--- src/common/tpt_pkg.sv ---
/*
 * Package for the transmit PTP timestamp port: operation codes, field widths,
 * lane count, offset limits and per-lane correction constants.
 * Assumes both ends run on one TX clock with a synchronous active-high reset.
 */
package tpt_pkg;

    // ------------------------------------------------------------------
    // Widths
    // ------------------------------------------------------------------
    localparam int TS_W = 80;
    localparam int TAG_W = 16;
    localparam int OFS_W = 16;
    localparam int LANE_W = 5;
    localparam logic [LANE_W-1:0] NUM_LANES = 5'h14;
    localparam logic [OFS_W-1:0] MAX_FRAME_BYTES = 16'h4000;
    localparam logic [OFS_W-1:0] TC_CHK_SPAN = 16'h0022;

    // ------------------------------------------------------------------
    // Tag FIFO between frame start and capture plane
    // ------------------------------------------------------------------
    localparam int TAGQ_DEPTH = 4;
    localparam int TAGQ_AW = 2;
    localparam logic [TAGQ_AW:0] TAGQ_CNT_FULL = 3'h4;

    // Per-lane correction step in timer units, applied in one-step only
    localparam logic [TS_W-1:0] LANE_ADJ_STEP = 80'h0000_0000_0000_0001_0000;

    // Pipeline delay from tag write to capture plane, in cycles; capture falls four cycles after frame start
    localparam logic [3:0] CAPTURE_DLY = 4'h3;

    typedef enum logic [1:0] {
        TPT_OP_NONE = 2'b00,
        TPT_OP_ONE_STEP = 2'b01,
        TPT_OP_TWO_STEP = 2'b10,
        TPT_OP_RSVD = 2'b11
    } tpt_op_t;

endpackage

--- src/common/tpt_if.sv ---
/*
 * Interface joining the client end and the MAC end of the TX PTP port.
 * Assumes a single TX clock supplied by the testbench.
 */
`timescale 1ns/10ps
`default_nettype none
interface tpt_if import tpt_pkg::*; (
    input wire logic CLK
);
    logic sop;
    logic [1:0] op;
    logic [TAG_W-1:0] tag;
    logic upd_chksum;
    logic [OFS_W-1:0] chksum_offset;
    logic [OFS_W-1:0] tstamp_offset;
    logic [TS_W-1:0] systimer;
    logic ts_valid;
    logic [TS_W-1:0] ts;
    logic [TAG_W-1:0] ts_tag;
    logic [LANE_W-1:0] ts_lane;
    logic wr_err;
    logic rd_err;

    modport mac (
        input sop, op, tag, upd_chksum, chksum_offset, tstamp_offset, systimer,
        output ts_valid, ts, ts_tag, ts_lane, wr_err, rd_err
    );
    modport client (
        output sop, op, tag, upd_chksum, chksum_offset, tstamp_offset, systimer,
        input ts_valid, ts, ts_tag, ts_lane, wr_err, rd_err
    );
endinterface
`default_nettype wire

--- src/design/tpt_mac_end.sv ---
/*
 * MAC end of the TX PTP timestamp port. Takes per-frame controls at frame
 * start, queues the tag, captures the timer when the frame start reaches the
 * capture plane and returns timestamp, tag and lane. One-step insertion
 * requests (offsets, checksum flag) are latched for the frame datapath.
 * At most four stamps wait at once; a frame start beyond that loses its stamp.
 * Assumes frame start pulses arrive on CLK from the transmit datapath.
 */
`timescale 1ns/10ps
`default_nettype none

// Contract
// [RULE1] Op 00 none, 01 one-step, 10 two-step
// [RULE2] Two-step: capture timestamp, frame unaltered
// [RULE3] Echo 16-bit tag for timestamped frames
// [RULE4] Valid marks a presented timestamp
// [RULE5] Return 5-bit lane of frame start
// [RULE6] 80-bit capture-plane time, timer format
// [RULE7] Checksum-update bit used for one-step only
// [RULE8] Checksum offset from destination address byte
// [RULE9] Timestamp offset from destination address byte
// [RULE10] Transparent clock uses offset for correction
// [RULE11] Client gives even offsets only
// [RULE12] TC: timestamp offset within checksum plus 34
// [RULE13] Offsets span frames up to 16K
// [RULE14] Lane adjust corrects one-step timestamps only
// [RULE15] Tag write error sticky until reset
// [RULE16] Tag read error sticky until reset
// [RULE17] Client drives 80-bit timer on TX clock
// [RULE18] One valid pulse per frame, in order
module tpt_mac_end import tpt_pkg::*; (
    input wire logic CLK,
    input wire logic SYS_RST,
    tpt_if.mac LINK,
    input wire logic TC_MODE,
    input wire logic LANE_ADJUST,
    input wire logic [LANE_W-1:0] SOP_LANE,
    output logic INSERT_REQ,
    output logic INSERT_CHKSUM,
    output logic INSERT_TC,
    output logic [OFS_W-1:0] INSERT_TS_OFS,
    output logic [OFS_W-1:0] INSERT_CHK_OFS,
    output logic OFS_ERR
);

    // ------------------------------------------------------------------
    // Frame start decode
    // ------------------------------------------------------------------
    wire logic is_one = LINK.sop && (LINK.op == TPT_OP_ONE_STEP); // RULE1
    wire logic is_two = LINK.sop && (LINK.op == TPT_OP_TWO_STEP); // RULE1
    wire logic stamp_req = is_one || is_two; // RULE2
    wire logic chk_on = is_one && LINK.upd_chksum; // RULE7

    // ------------------------------------------------------------------
    // Offset checks: odd or past a jumbo frame cannot be placed
    // ------------------------------------------------------------------
    function automatic logic ofs_bad(input var logic [OFS_W-1:0] ofs);
        return ofs[0] || (ofs >= MAX_FRAME_BYTES);
    endfunction
    wire logic ts_ofs_bad = ofs_bad(LINK.tstamp_offset); // RULE11 RULE13
    wire logic chk_ofs_bad = chk_on && ofs_bad(LINK.chksum_offset); // RULE11 RULE8
    // Correction field must stay within reach of the checksum fix-up
    wire logic [OFS_W:0] chk_lim = {1'b0, LINK.chksum_offset} + {1'b0, TC_CHK_SPAN};
    wire logic tc_span_bad = chk_on && TC_MODE && ({1'b0, LINK.tstamp_offset} > chk_lim); // RULE12

    // ------------------------------------------------------------------
    // Tag queue, flop storage
    // ------------------------------------------------------------------
    logic [TAG_W-1:0] q_tag_ff [TAGQ_DEPTH];
    logic [LANE_W-1:0] q_lane_ff [TAGQ_DEPTH];
    logic q_one_ff [TAGQ_DEPTH];
    logic [TAGQ_AW-1:0] wp_ff, rp_ff;
    logic [TAGQ_AW:0] cnt_ff;
    logic [3:0] dly_ff [TAGQ_DEPTH];
    logic wr_err_ff, rd_err_ff;

    wire logic q_full = (cnt_ff == TAGQ_CNT_FULL);
    wire logic q_empty = (cnt_ff == '0);
    // A full queue drops the tag rather than stall the frame; the loss is flagged
    wire logic do_wr = stamp_req && !q_full;
    // Head reaches capture plane after a fixed datapath delay
    wire logic head_due = !q_empty && (dly_ff[rp_ff] == CAPTURE_DLY);
    wire logic do_rd = head_due;

    always_ff @(posedge CLK) begin
        if (SYS_RST) begin
            wp_ff <= '0;
            rp_ff <= '0;
            cnt_ff <= '0;
        end else begin
            if (do_wr) begin
                wp_ff <= wp_ff + 1'b1;
            end
            if (do_rd) begin
                rp_ff <= rp_ff + 1'b1;
            end
            cnt_ff <= cnt_ff + {2'b00, do_wr} - {2'b00, do_rd};
        end
    end

    genvar gi;
    generate
        for (gi = 0; gi < TAGQ_DEPTH; gi++) begin : g_slot
            always_ff @(posedge CLK) begin
                if (SYS_RST) begin
                    q_tag_ff[gi] <= '0;
                    q_lane_ff[gi] <= '0;
                    q_one_ff[gi] <= 1'b0;
                    dly_ff[gi] <= '0;
                end else if (do_wr && (wp_ff == TAGQ_AW'(gi))) begin
                    q_tag_ff[gi] <= LINK.tag; // RULE3
                    // Stored raw so that a lane out of range is caught on retrieval
                    q_lane_ff[gi] <= SOP_LANE; // RULE5
                    q_one_ff[gi] <= is_one;
                    dly_ff[gi] <= '0;
                end else if (dly_ff[gi] != CAPTURE_DLY) begin
                    dly_ff[gi] <= dly_ff[gi] + 4'h1;
                end
            end
        end
    endgenerate

    // ------------------------------------------------------------------
    // Errors: sticky until reset, reset wins
    // ------------------------------------------------------------------
    // A lane outside the PCS range means the slot read back corrupt; the
    // stamp is still returned so that later frames keep their order
    wire logic rd_fault = do_rd && (q_lane_ff[rp_ff] >= NUM_LANES); // RULE16
    always_ff @(posedge CLK) begin
        if (SYS_RST) begin
            wr_err_ff <= 1'b0;
            rd_err_ff <= 1'b0;
        end else begin
            // A tag dropped on a full queue leaves its frame without a stamp
            wr_err_ff <= wr_err_ff || (stamp_req && q_full); // RULE15
            rd_err_ff <= rd_err_ff || rd_fault; // RULE16
        end
    end

    // ------------------------------------------------------------------
    // Timestamp return
    // ------------------------------------------------------------------
    wire logic [LANE_W-1:0] head_lane = q_lane_ff[rp_ff];
    wire logic [TS_W-1:0] lane_corr = LANE_ADJ_STEP * TS_W'(head_lane);
    // Correction uses the lane recorded with the frame, not the current one
    wire logic use_adj = LANE_ADJUST && q_one_ff[rp_ff]; // RULE14
    wire logic [TS_W-1:0] cap_ts = use_adj ? (LINK.systimer + lane_corr) : LINK.systimer; // RULE6

    logic vld_ff;
    logic [TS_W-1:0] ts_ff;
    logic [TAG_W-1:0] tag_ff;
    logic [LANE_W-1:0] lane_ff;
    always_ff @(posedge CLK) begin
        if (SYS_RST) begin
            vld_ff <= 1'b0;
            ts_ff <= '0;
            tag_ff <= '0;
            lane_ff <= '0;
        end else begin
            // One-cycle pulse; the data fields hold until the next stamp
            vld_ff <= do_rd; // RULE4 RULE18
            if (do_rd) begin
                ts_ff <= cap_ts; // RULE2
                tag_ff <= q_tag_ff[rp_ff]; // RULE3
                lane_ff <= head_lane; // RULE5
            end
        end
    end

    // ------------------------------------------------------------------
    // One-step insertion request to frame datapath
    // ------------------------------------------------------------------
    logic ins_ff, ins_chk_ff, ins_tc_ff, ofs_err_ff;
    logic [OFS_W-1:0] ins_ts_ofs_ff, ins_chk_ofs_ff;
    always_ff @(posedge CLK) begin
        if (SYS_RST) begin
            ins_ff <= 1'b0;
            ins_chk_ff <= 1'b0;
            ins_tc_ff <= 1'b0;
            ins_ts_ofs_ff <= '0;
            ins_chk_ofs_ff <= '0;
            ofs_err_ff <= 1'b0;
        end else begin
            // Bad offsets drop the insertion so the frame passes unmodified
            ins_ff <= is_one && !ts_ofs_bad && !chk_ofs_bad && !tc_span_bad; // RULE9
            if (is_one) begin
                ins_chk_ff <= chk_on; // RULE7
                ins_tc_ff <= TC_MODE; // RULE10
                ins_ts_ofs_ff <= LINK.tstamp_offset; // RULE9 RULE10
                ins_chk_ofs_ff <= chk_on ? LINK.chksum_offset : '0; // RULE8
            end
            ofs_err_ff <= ofs_err_ff || (is_one && (ts_ofs_bad || chk_ofs_bad || tc_span_bad));
        end
    end

    assign LINK.ts_valid = vld_ff;
    assign LINK.ts = ts_ff;
    assign LINK.ts_tag = tag_ff;
    assign LINK.ts_lane = lane_ff;
    assign LINK.wr_err = wr_err_ff;
    assign LINK.rd_err = rd_err_ff;
    assign INSERT_REQ = ins_ff;
    assign INSERT_CHKSUM = ins_chk_ff;
    assign INSERT_TC = ins_tc_ff;
    assign INSERT_TS_OFS = ins_ts_ofs_ff;
    assign INSERT_CHK_OFS = ins_chk_ofs_ff;
    assign OFS_ERR = ofs_err_ff;

endmodule
`default_nettype wire

--- src/flat_wrapper.sv ---
// flat-port wrapper written by rule: the top's interface ports become plain ports
module tpt_mac_end_flat import tpt_pkg::*;
  (CLK, SYS_RST, TC_MODE, LANE_ADJUST, SOP_LANE, INSERT_REQ, INSERT_CHKSUM, INSERT_TC, INSERT_TS_OFS, INSERT_CHK_OFS, OFS_ERR, LINK_sop, LINK_op, LINK_tag, LINK_upd_chksum, LINK_chksum_offset, LINK_tstamp_offset, LINK_systimer, LINK_ts_valid, LINK_ts, LINK_ts_tag, LINK_ts_lane, LINK_wr_err, LINK_rd_err);
  tpt_if LINK_i (.CLK(CLK));
  input wire logic CLK;
  input wire logic SYS_RST;
  input wire logic TC_MODE;
  input wire logic LANE_ADJUST;
  input wire logic [LANE_W-1:0] SOP_LANE;
  output logic INSERT_REQ;
  output logic INSERT_CHKSUM;
  output logic INSERT_TC;
  output logic [OFS_W-1:0] INSERT_TS_OFS;
  output logic [OFS_W-1:0] INSERT_CHK_OFS;
  output logic OFS_ERR;
  input wire logic [$bits(LINK_i.sop)-1:0] LINK_sop;
  input wire logic [$bits(LINK_i.op)-1:0] LINK_op;
  input wire logic [$bits(LINK_i.tag)-1:0] LINK_tag;
  input wire logic [$bits(LINK_i.upd_chksum)-1:0] LINK_upd_chksum;
  input wire logic [$bits(LINK_i.chksum_offset)-1:0] LINK_chksum_offset;
  input wire logic [$bits(LINK_i.tstamp_offset)-1:0] LINK_tstamp_offset;
  input wire logic [$bits(LINK_i.systimer)-1:0] LINK_systimer;
  output wire logic [$bits(LINK_i.ts_valid)-1:0] LINK_ts_valid;
  output wire logic [$bits(LINK_i.ts)-1:0] LINK_ts;
  output wire logic [$bits(LINK_i.ts_tag)-1:0] LINK_ts_tag;
  output wire logic [$bits(LINK_i.ts_lane)-1:0] LINK_ts_lane;
  output wire logic [$bits(LINK_i.wr_err)-1:0] LINK_wr_err;
  output wire logic [$bits(LINK_i.rd_err)-1:0] LINK_rd_err;
  assign LINK_i.sop = LINK_sop;
  assign LINK_i.op = LINK_op;
  assign LINK_i.tag = LINK_tag;
  assign LINK_i.upd_chksum = LINK_upd_chksum;
  assign LINK_i.chksum_offset = LINK_chksum_offset;
  assign LINK_i.tstamp_offset = LINK_tstamp_offset;
  assign LINK_i.systimer = LINK_systimer;
  assign LINK_ts_valid = LINK_i.ts_valid;
  assign LINK_ts = LINK_i.ts;
  assign LINK_ts_tag = LINK_i.ts_tag;
  assign LINK_ts_lane = LINK_i.ts_lane;
  assign LINK_wr_err = LINK_i.wr_err;
  assign LINK_rd_err = LINK_i.rd_err;
  tpt_mac_end u_core (.CLK(CLK), .SYS_RST(SYS_RST), .LINK(LINK_i), .TC_MODE(TC_MODE), .LANE_ADJUST(LANE_ADJUST), .SOP_LANE(SOP_LANE), .INSERT_REQ(INSERT_REQ), .INSERT_CHKSUM(INSERT_CHKSUM), .INSERT_TC(INSERT_TC), .INSERT_TS_OFS(INSERT_TS_OFS), .INSERT_CHK_OFS(INSERT_CHK_OFS), .OFS_ERR(OFS_ERR));
endmodule
--- config.mk ---
export PLATFORM = sky130hd
export DESIGN_NAME = tpt_mac_end_flat
export DESIGN_NICKNAME = d
export VERILOG_FILES = /design/src/common/tpt_pkg.sv /design/src/common/tpt_if.sv /design/src/design/tpt_mac_end.sv /design/src/flat_wrapper.sv
export SDC_FILE = /design/constraint.sdc
export NUM_CORES = 1
export LEC_CHECK = 0
export ABC_AREA = 1
export BUFFER_PORTS_ARGS = -buffer_cell sky130_fd_sc_hd__clkbuf_2
export CORE_MARGIN = 3
export CORE_UTILIZATION = 45
export CTS_BUF_LIST = sky130_fd_sc_hd__clkbuf_4 sky130_fd_sc_hd__clkbuf_8
export DETAILED_ROUTE_END_ITERATION = 10
export MAX_ROUTING_LAYER = met4
export PLACE_DENSITY = 0.73
export SLEW_MARGIN = 20
export SYNTH_ARGS = -nofsm -noshare
export SYNTH_HDL_FRONTEND = slang
export SYNTH_SLANG_ARGS = --single-unit
--- constraint.sdc ---
create_clock -name CLK -period 2.9 [get_ports CLK]
set_clock_uncertainty 0.1 [all_clocks]
set_input_delay 0.145 -clock CLK [delete_from_list [all_inputs] [get_ports CLK]]
set_output_delay 0.145 -clock CLK [all_outputs]
set_load 0.02 [all_outputs]
==> results of run 1 <==
-- worst max-delay path by stage --
stage	from	end	slack (ns)	cells past startpoint
3_5_place_dp	register	u_core.LINK.ts[74]	-0.02	16
2_1_floorplan	register	u_core.LINK.ts[76]	0.16	17
4_1_cts	register	u_core.LINK.ts[70]	0.01	17
6_report	register	u_core.LINK.ts[27]	0.16	16
3_3_place_gp	register	u_core.LINK.ts[76]	0.11	18
5_1_grt	LINK_chksum_offset[1]	u_core.OFS_ERR	-0.05	19
-- flip-flops by register name, summed over array words and instances (netlist names), named ones only --
| signal | count |
|---|---|
| u_core.LINK.ts_tag | 16 |
| u_core.dly_ff | 16 |
| u_core.LINK.ts_lane | 5 |
| u_core.rp_ff | 2 |
| u_core.INSERT_TC | 1 |
| u_core.LINK.ts | 80 |
| u_core.LINK.rd_err | 1 |
| u_core.q_tag_ff | 64 |
| u_core.q_one_ff | 4 |
| u_core.INSERT_TS_OFS | 16 |
| u_core.OFS_ERR | 1 |
| u_core.wp_ff | 2 |
| u_core.INSERT_REQ | 1 |
| u_core.INSERT_CHK_OFS | 16 |
| u_core.q_lane_ff | 20 |
| u_core.INSERT_CHKSUM | 1 |
| u_core.LINK.ts_valid | 1 |
| u_core.cnt_ff | 3 |
| u_core.LINK.wr_err | 1 |
-- power by group through the flow --
stage	registers [mW]	logic [mW]	clock network, mW
2_1_floorplan	4.22	0.812	0
3_3_place_gp	4.14	1.43	0
3_5_place_dp	4.15	1.45	0
4_1_cts	4.08	1.62	3.60
5_1_grt	4.10	1.84	3.78
6_report	4.08	1.68	3.53
-- critical path, stage by stage, from the launching register on --
cell and delay, ns:
sky130_fd_sc_hd__dfxtp_4 0.37, sky130_fd_sc_hd__buf_12 0.14, sky130_fd_sc_hd__a21oi_1 0.14, sky130_fd_sc_hd__a32o_1 0.20, sky130_fd_sc_hd__inv_1 0.06, sky130_fd_sc_hd__ha_1 0.33, sky130_fd_sc_hd__nand2_1 0.08, sky130_fd_sc_hd__nor2_1 0.13
sky130_fd_sc_hd__nand2_1 0.11, sky130_fd_sc_hd__nand2_4 0.13, sky130_fd_sc_hd__inv_1 0.09, sky130_fd_sc_hd__nor2_4 0.18, sky130_fd_sc_hd__nand2_1 0.15, sky130_fd_sc_hd__o21ai_0 0.19, sky130_fd_sc_hd__nand3_1 0.10, sky130_fd_sc_hd__nand2_1 0.09
sky130_fd_sc_hd__inv_1 0.04
-- cells by family (layout without fill, tap and decap cells) --
group | Yosys count | count (layout) | share of synthesized area
XOR/XNOR | 38 | 38 | 0.0240
AO/OA/AOI/OAI | 281 | 281 | 0.118
buffers and inverters | 300 | 784 | 0.0886
adder cells (fa/ha/maj) | 34 | 34 | 0.0318
other | 0 | 2 | 0
flip-flops | 253 | 253 | 0.441
AND/OR/NAND/NOR | 1001 | 1001 | 0.297
-- routing by layer --
metal,part of all wire,wire length (um),up-vias
li1,-,-,7057
met1,0.41,20000,6693
met2,0.48,23200,620
met3,0.067,3230,140
met4,0.044,2110,0
met5,0,0,-
-- synthesized netlist by cell type --
master,number
sky130_fd_sc_hd__nand2_1,518
sky130_fd_sc_hd__nor2_1,293
sky130_fd_sc_hd__inv_1,215
sky130_fd_sc_hd__dfxtp_1,149
sky130_fd_sc_hd__edfxtp_1,104
sky130_fd_sc_hd__nand3_1,101
sky130_fd_sc_hd__a21oi_1,92
sky130_fd_sc_hd__o21ai_0,87
sky130_fd_sc_hd__o21a_1,48
sky130_fd_sc_hd__clkbuf_1,34
sky130_fd_sc_hd__ha_1,32
sky130_fd_sc_hd__xor2_1,30
sky130_fd_sc_hd__nand4_1,29
sky130_fd_sc_hd__buf_2,21
sky130_fd_sc_hd__nor3_1,21
sky130_fd_sc_hd__o22ai_1,18
sky130_fd_sc_hd__buf_4,14
sky130_fd_sc_hd__o211ai_1,11
sky130_fd_sc_hd__or2_2,10
sky130_fd_sc_hd__inv_2,9
sky130_fd_sc_hd__xnor2_1,8
sky130_fd_sc_hd__o21bai_1,7
sky130_fd_sc_hd__nor2_2,6
sky130_fd_sc_hd__o21ai_1,6
sky130_fd_sc_hd__nand2_2,5
sky130_fd_sc_hd__nand3b_1,5
sky130_fd_sc_hd__o21ai_2,5
sky130_fd_sc_hd__a31oi_1,4
sky130_fd_sc_hd__and2_1,4
sky130_fd_sc_hd__buf_1,3
sky130_fd_sc_hd__buf_6,3
sky130_fd_sc_hd__a32o_1,2
sky130_fd_sc_hd__fa_1,2
sky130_fd_sc_hd__nand3_2,2
sky130_fd_sc_hd__nor2_4,2
sky130_fd_sc_hd__nor3_2,2
sky130_fd_sc_hd__a32oi_1,1
sky130_fd_sc_hd__and3_1,1
sky130_fd_sc_hd__clkbuf_2,1
sky130_fd_sc_hd__nor3_4,1
sky130_fd_sc_hd__nor4_1,1
-- stage by stage --
| stage | setup TNS (ns) | cell area (um2) | total power, mW |
|---|---|---|---|
| after floorplan | 0 | 13900 | 5.03 |
| after global placement | 0 | 15700 | 5.57 |
| after detailed placement | -0.0442 | 15700 | 5.60 |
| after CTS | 0 | 18200 | 9.30 |
| after global routing | -0.0959 | 18400 | 9.72 |
| final | 0 | 18400 | 9.29 |
-- layout make-up --
class                      count  area, um2
fill                        2695      11700
multi-input combinational   1354       6610
sequential                   253       6110
timing repair buffer         481       3350
inverter                     224        848
clock buffer                  67        810
tap                          390        488
clock inverter                12        134
antenna                        2       5.00
-- cell usage in the layout (no fill, tap or decap), types with 10 or more instances in the layout --
cell,count
sky130_fd_sc_hd__edfxtp_1,104
sky130_fd_sc_hd__nor3_1,20
sky130_fd_sc_hd__o22ai_1,17
sky130_fd_sc_hd__dfxtp_1,147
sky130_fd_sc_hd__or2_2,10
sky130_fd_sc_hd__a21oi_1,91
sky130_fd_sc_hd__ha_1,29
sky130_fd_sc_hd__nand2_1,513
sky130_fd_sc_hd__clkbuf_2,280
sky130_fd_sc_hd__dlygate4sd3_1,156
sky130_fd_sc_hd__clkbuf_8,49
sky130_fd_sc_hd__nand3_1,101
sky130_fd_sc_hd__clkbuf_4,18
sky130_fd_sc_hd__xor2_1,30
sky130_fd_sc_hd__o21a_1,48
sky130_fd_sc_hd__buf_4,41
sky130_fd_sc_hd__nor2_1,291
sky130_fd_sc_hd__o21ai_0,85
sky130_fd_sc_hd__o211ai_1,11
sky130_fd_sc_hd__nand4_1,29
sky130_fd_sc_hd__inv_1,213
-- repair_timing --
item                                    in CTS  in global routing
setup buffers                                3                  4
hold buffers                               156                  0
hold endpoints to repair                   201                  0
resized for setup                            2                 26
pin swaps                                    1                  4
endpoints found under the setup margin       5                 51
==> qor.tcl, run 1 <==
set qor(worstReg2RegEnd) {u_core.LINK.ts[27]}
set qor(power.clock.fraction) 0.380
set qor(clock_sink_count) 253
set qor(place.port_buffers) 280
set qor(synth_top_cell_by_area) {sky130_fd_sc_hd__edfxtp_1}
set qor(syn-num-nets) 2082
set qor(grt_setup_unrepaired) {true}
set qor(gate_count_post_synth) 1907
set qor(min-delay-path-class) {input pin to register}
set qor(placedCellCount) 2539
set qor(largest_net_degree_at_the_start_of_global_routing) 155
set qor(ys.warnings.count) 0
set qor(reported_net_switching_power_mw) 2.73
set qor(postLayoutSetupSlackWorst_ns) 0.161
set qor(detail_route.drc_violations) 0
set qor(power.ir.vdd_worst_mv) 0.433
set qor(globalplace.congestion) 0.999
set qor(ff2ff_path_depth) 16
set qor(maxSlewHeadroom) 0.450
set qor(drv.max_cap_violation_count) 0
set qor(path_max_fanout) 11
set qor(category_of_the_most_critical_setup_path) {register to register}
set qor(placeableCoreArea_um2) 30000
set qor(finalSetupViolations) 0
set qor(power_density_nw_per_um2) 506
set qor(synth_area_leaders) {sky130_fd_sc_hd__edfxtp_1 (23%), sky130_fd_sc_hd__dfxtp_1 (22%), sky130_fd_sc_hd__nand2_1 (14%), sky130_fd_sc_hd__nor2_1 (7.9%), sky130_fd_sc_hd__inv_1 (5.8%)}
set qor(grt_util_met3) 0.0397
set qor(htree_levels) 2
set qor(hold_path_depth) 5
set qor(clockRootBuffer) {sky130_fd_sc_hd__clkbuf_8}
set qor(status) {finished, final reports clean}
set qor(number_of_routed_nets_with_antenna_violations) 0
set qor(final_min_period_over_clock_period) 0.944
set qor(io_pins) 281
set qor(all_layer_global_routing_usage) 0.294
set qor(seq_power_share) 0.439
set qor(preCtsSetupSlack_ns) -0.0239
set qor(critPathCaptureType) {register}
set qor(clk-insertion-delay-late_ns) 0.59
set qor(die_height_um) 182
set qor(pre_antenna_drt_iters) 5
set qor(grt_most_used_layer) {met2}
set qor(ys_types) 41
set qor(internal_power_mw) 6.56
set qor(critPathLaunchType) {register}
set qor(area_delta_synth_final_pct) 32.4
set qor(grt_pass1_wl_mm) 75.7
set qor(count_of_final_hold_check_violations) 0
set qor(utilization) 0.611
set qor(tritoncts) {yes}
set qor(finalCriticalPeriod_ns) 2.74
set qor(achievable-frequency_mhz) 365
set qor(power_leakage_nw) 8.67
set qor(number_of_antenna_violations_at_the_first_check_in_global_routing) 1
set qor(setup.reg_to_reg.worst_slack_ns) 0.16
set qor(clock_path_buffers) 3
set qor(hold_endpoint) {u_core.LINK.ts[29]}
set qor(netlist.area_leader.share) 0.225
set qor(floorplan.initialDensity) 0.462
set qor(dr_total_vias) 14500
set qor(crit_required_ns) 3.30
set qor(drive_above_1_share) 0.193
set qor(cts_made_buffers) 45
set qor(switching_share) 0.293
set qor(gr-total-overflow) 0
set qor(wl_per_cell_um) 17.4
set qor(grt_pass1_vias) 14200
set qor(die_area_um2) 32900
set qor(tightestPinTransition_ns) 0.824
set qor(final-instance-count-excl-fill) 2783
set qor(combPwrFrac) 0.181
set qor(dieWidth_um) 182
set qor(clk_transition_reported_paths_ns) 0.07
set qor(avgSynthCellArea_um2) 7.27
set qor(final_max_slew_viol_count) 0
set qor(critical_path_arrival_ns) 3.14
set qor(finish.net_count) 2534
set qor(starting_drt_drc_count) 1197
set qor(synth_seq_area_share) 0.441
set qor(post_synth_instance_area_um2) 13900
set qor(postSynthRegisterBits) 253
set qor(place.detailed.hpwl_mm) 34.1
set qor(timing.hold.worst.start) {LINK_systimer[29]}
set qor(rows) 63
set qor(detailed_route_wire_length_mm) 48.5
set qor(holdWs_ns) 0.0564
set qor(gr-usage-met1) 0.362
set qor(drt-vias-per-instance) 5.21
set qor(use_met2) 0.489
No activity file was read; power rests on OpenSTA's default activity.
==> run 2, diff against run 1 <==
- PLACE_DENSITY: 0.73 -> 0.7
- clock period: 2.9 -> 2.73 ns (I/O delays scaled with it)
==> run 2 against run 1 <==
  * Via count rose by 0.64%
  * Worst setup slack worse by 0.046 ns
  * Cell area rose by 1.6%
  * Power grew 3.7%
  * Non-clock buffer count up 34
  * Die area is the same
  * Clock power shrank 3%
  * Critical path type unchanged
==> qor.tcl, run 2 (synthesis results as in run 1) <==
set qor(cp_slowest_stage_delay_ns) 0.38
set qor(io_pins) 281
set qor(gr-usage-met1) 0.345
set qor(path_buf_inv) 2
set qor(gr-total-overflow) 0
set qor(hold_path_depth) 4
set qor(tritoncts) {yes}
set qor(internal_power_mw) 6.78
set qor(clock_path_buffers) 3
set qor(number_of_antenna_violations_at_the_first_check_in_global_routing) 1
set qor(pre_antenna_drt_iters) 7
set qor(grt_pass1_wl_mm) 74.6
set qor(area_delta_synth_final_pct) 34.6
set qor(power.ir.vdd_worst_mv) 0.360
set qor(tightestPinTransition_ns) 0.723
set qor(grt_pass1_vias) 14300
set qor(starting_drt_drc_count) 1136
set qor(maxSlewHeadroom) 0.518
set qor(clock_sink_count) 253
set qor(postLayoutSetupSlackWorst_ns) 0.115
set qor(power_density_nw_per_um2) 517
set qor(seq_power_share) 0.450
set qor(detail_route.drc_violations) 0
set qor(leading_cell_type_in_the_layout_fill_and_taps_excluded) {sky130_fd_sc_hd__nand2_1}
set qor(place.detailed.hpwl_mm) 33.3
set qor(clockRootBuffer) {sky130_fd_sc_hd__clkbuf_8}
set qor(die_height_um) 182
set qor(combPwrFrac) 0.193
set qor(category_of_the_most_critical_setup_path) {register to register}
set qor(final-instance-count-excl-fill) 2811
set qor(critical_path_arrival_ns) 2.97
set qor(wl_per_cell_um) 17.0
set qor(all_layer_global_routing_usage) 0.288
set qor(fillerInstances) 2738
set qor(layout.cells.most_common_list) {sky130_fd_sc_hd__nand2_1 (506), sky130_fd_sc_hd__nor2_1 (286), sky130_fd_sc_hd__clkbuf_2 (279), sky130_fd_sc_hd__inv_1 (213), sky130_fd_sc_hd__dlygate4sd3_1 (154)}
set qor(power_leakage_nw) 8.80
set qor(crit_required_ns) 3.08
set qor(final_min_period_over_clock_period) 0.958
set qor(largest_register_ff_count) 80
set qor(drt-vias-per-instance) 5.19
set qor(critical_path.cell_chain) {o21ai_0 > o22ai_2 > ha_2 > inv_1 > fa_2 > nor2_2 > nor2_4 > o21ai_2 > and2_1 > xor2_1 > nand2_1 > nand3_1 > nand2_1 > inv_1}
set qor(place.port_buffers) 280
set qor(drive_above_1_share) 0.212
set qor(p_total_mw) 9.64
set qor(htree_levels) 2
set qor(status) {finished, final reports clean}
set qor(finish.net_count) 2565
set qor(drv.max_cap_violation_count) 0
set qor(floorplan.initialDensity) 0.462
set qor(largest_net_degree_at_the_start_of_global_routing) 80
set qor(dr_total_vias) 14600
set qor(ff2ff_path_depth) 14
set qor(critPathLaunchType) {register}
set qor(clk_transition_reported_paths_ns) 0.06
set qor(number_of_routed_nets_with_antenna_violations) 0
set qor(detailed_route_wire_length_mm) 47.7
set qor(finalSetupViolations) 0
set qor(setup.reg_to_reg.worst_slack_ns) 0.12
set qor(preCtsSetupSlack_ns) -0.0708
set qor(achievable-frequency_mhz) 382
set qor(final_max_slew_viol_count) 0
set qor(rows) 63
set qor(post_dp_cell_area_um2) 15900
set qor(hold_endpoint) {u_core.LINK.ts[31]}
set qor(placedCellCount) 2571
set qor(grt_most_used_layer) {met2}
set qor(die_area_um2) 32900
set qor(min-delay-path-class) {input pin to register}
set qor(power.clock.fraction) 0.357
set qor(use_met2) 0.497
set qor(globalplace.congestion) 0.989
set qor(crit_slowest_cell) {sky130_fd_sc_hd__dfxtp_4}
set qor(path_max_fanout) 5
set qor(final_design_area_no_fill_um2) 18700
set qor(finalCriticalPeriod_ns) 2.61
set qor(top_family_by_delay_on_critical_path) {simple AND/OR/NAND/NOR gates}
set qor(reported_net_switching_power_mw) 2.85
set qor(dieWidth_um) 182
set qor(critPathCaptureType) {register}
set qor(placeableCoreArea_um2) 30000
set qor(timing.hold.worst.start) {LINK_systimer[31]}
set qor(switching_share) 0.296
set qor(worstReg2RegEnd) {u_core.LINK.ts[44]}
set qor(cts_made_buffers) 42
set qor(count_of_final_hold_check_violations) 0
set qor(grt_util_met3) 0.0389
set qor(clk-insertion-delay-late_ns) 0.57
-- run 2: worst register-to-register path, delay by kind of cell (launching register included) --
family / cells / cell delay [ns]
AO/OA/AOI/OAI: 3 / 0.47
XOR/XNOR: 1 / 0.10
adder cells (fa/ha/maj): 2 / 0.57
buffers and inverters: 2 / 0.10
flip-flops: 1 / 0.38
AND/OR/NAND/NOR: 6 / 0.79
-- run 2: how the worst max path moves through the flow --
stage / depth (start not counted) / slack, ns / start / end
after global placement: 17 / 0.02 / register / u_core.LINK.ts[46]
after detailed placement: 16 / -0.07 / register / u_core.LINK.ts[71]
after global routing: 17 / -0.03 / register / u_core.LINK.ts[62]
after floorplan: 18 / 0.004 / register / u_core.LINK.ts[76]
after CTS: 17 / 0.007 / register / u_core.LINK.ts[46]
final: 14 / 0.12 / register / u_core.LINK.ts[44]
-- run 2: area by class of cell --
cell class                 instances  area, um2  share of cell area
multi-input combinational       1354       6730               0.361
sequential                       253       6110               0.328
timing repair buffer             515       3610               0.194
inverter                         224        853              0.0458
clock buffer                      59        737              0.0395
tap                              390        488              0.0262
clock inverter                    15        119             0.00637
antenna                            1       2.50            0.000134
-- run 2: power by group through the flow --
stage	registers [mW]	logic [mW]	clock network, mW
after detailed placement	4.41	1.58	0
final	4.33	1.86	3.44
after CTS	4.33	1.76	3.52
after global routing	4.36	2.04	3.68
after global placement	4.40	1.55	0
after floorplan	4.49	0.863	0
-- run 2: what timing repair did --
action	4_1_cts	5_1_grt
hold buffers	154	0
buffers inserted	4	8
cloned	0	0
resized for setup	8	59
hold endpoints to repair	204	0
pin swaps	2	20
setup endpoints to repair	23	60
-- run 2: layer usage --
layer	wire, um	vias up	part of all wire
met5	0	-	0
met4	1970	0	0.041
met3	3380	138	0.071
met2	23400	643	0.49
met1	19000	6704	0.40
li1	-	7118	-
-- run 2: per-stage QoR --
step	util	TNS [ns]	hold WS, ns
4_1_cts	0.612	0	0.0000364
5_1_grt	0.621	-0.162	0.0521
6_report	0.621	0	0.0182
2_1_floorplan	-	0	0.171
3_5_place_dp	0.530	-0.303	0.274
3_3_place_gp	0.530	0	0.269
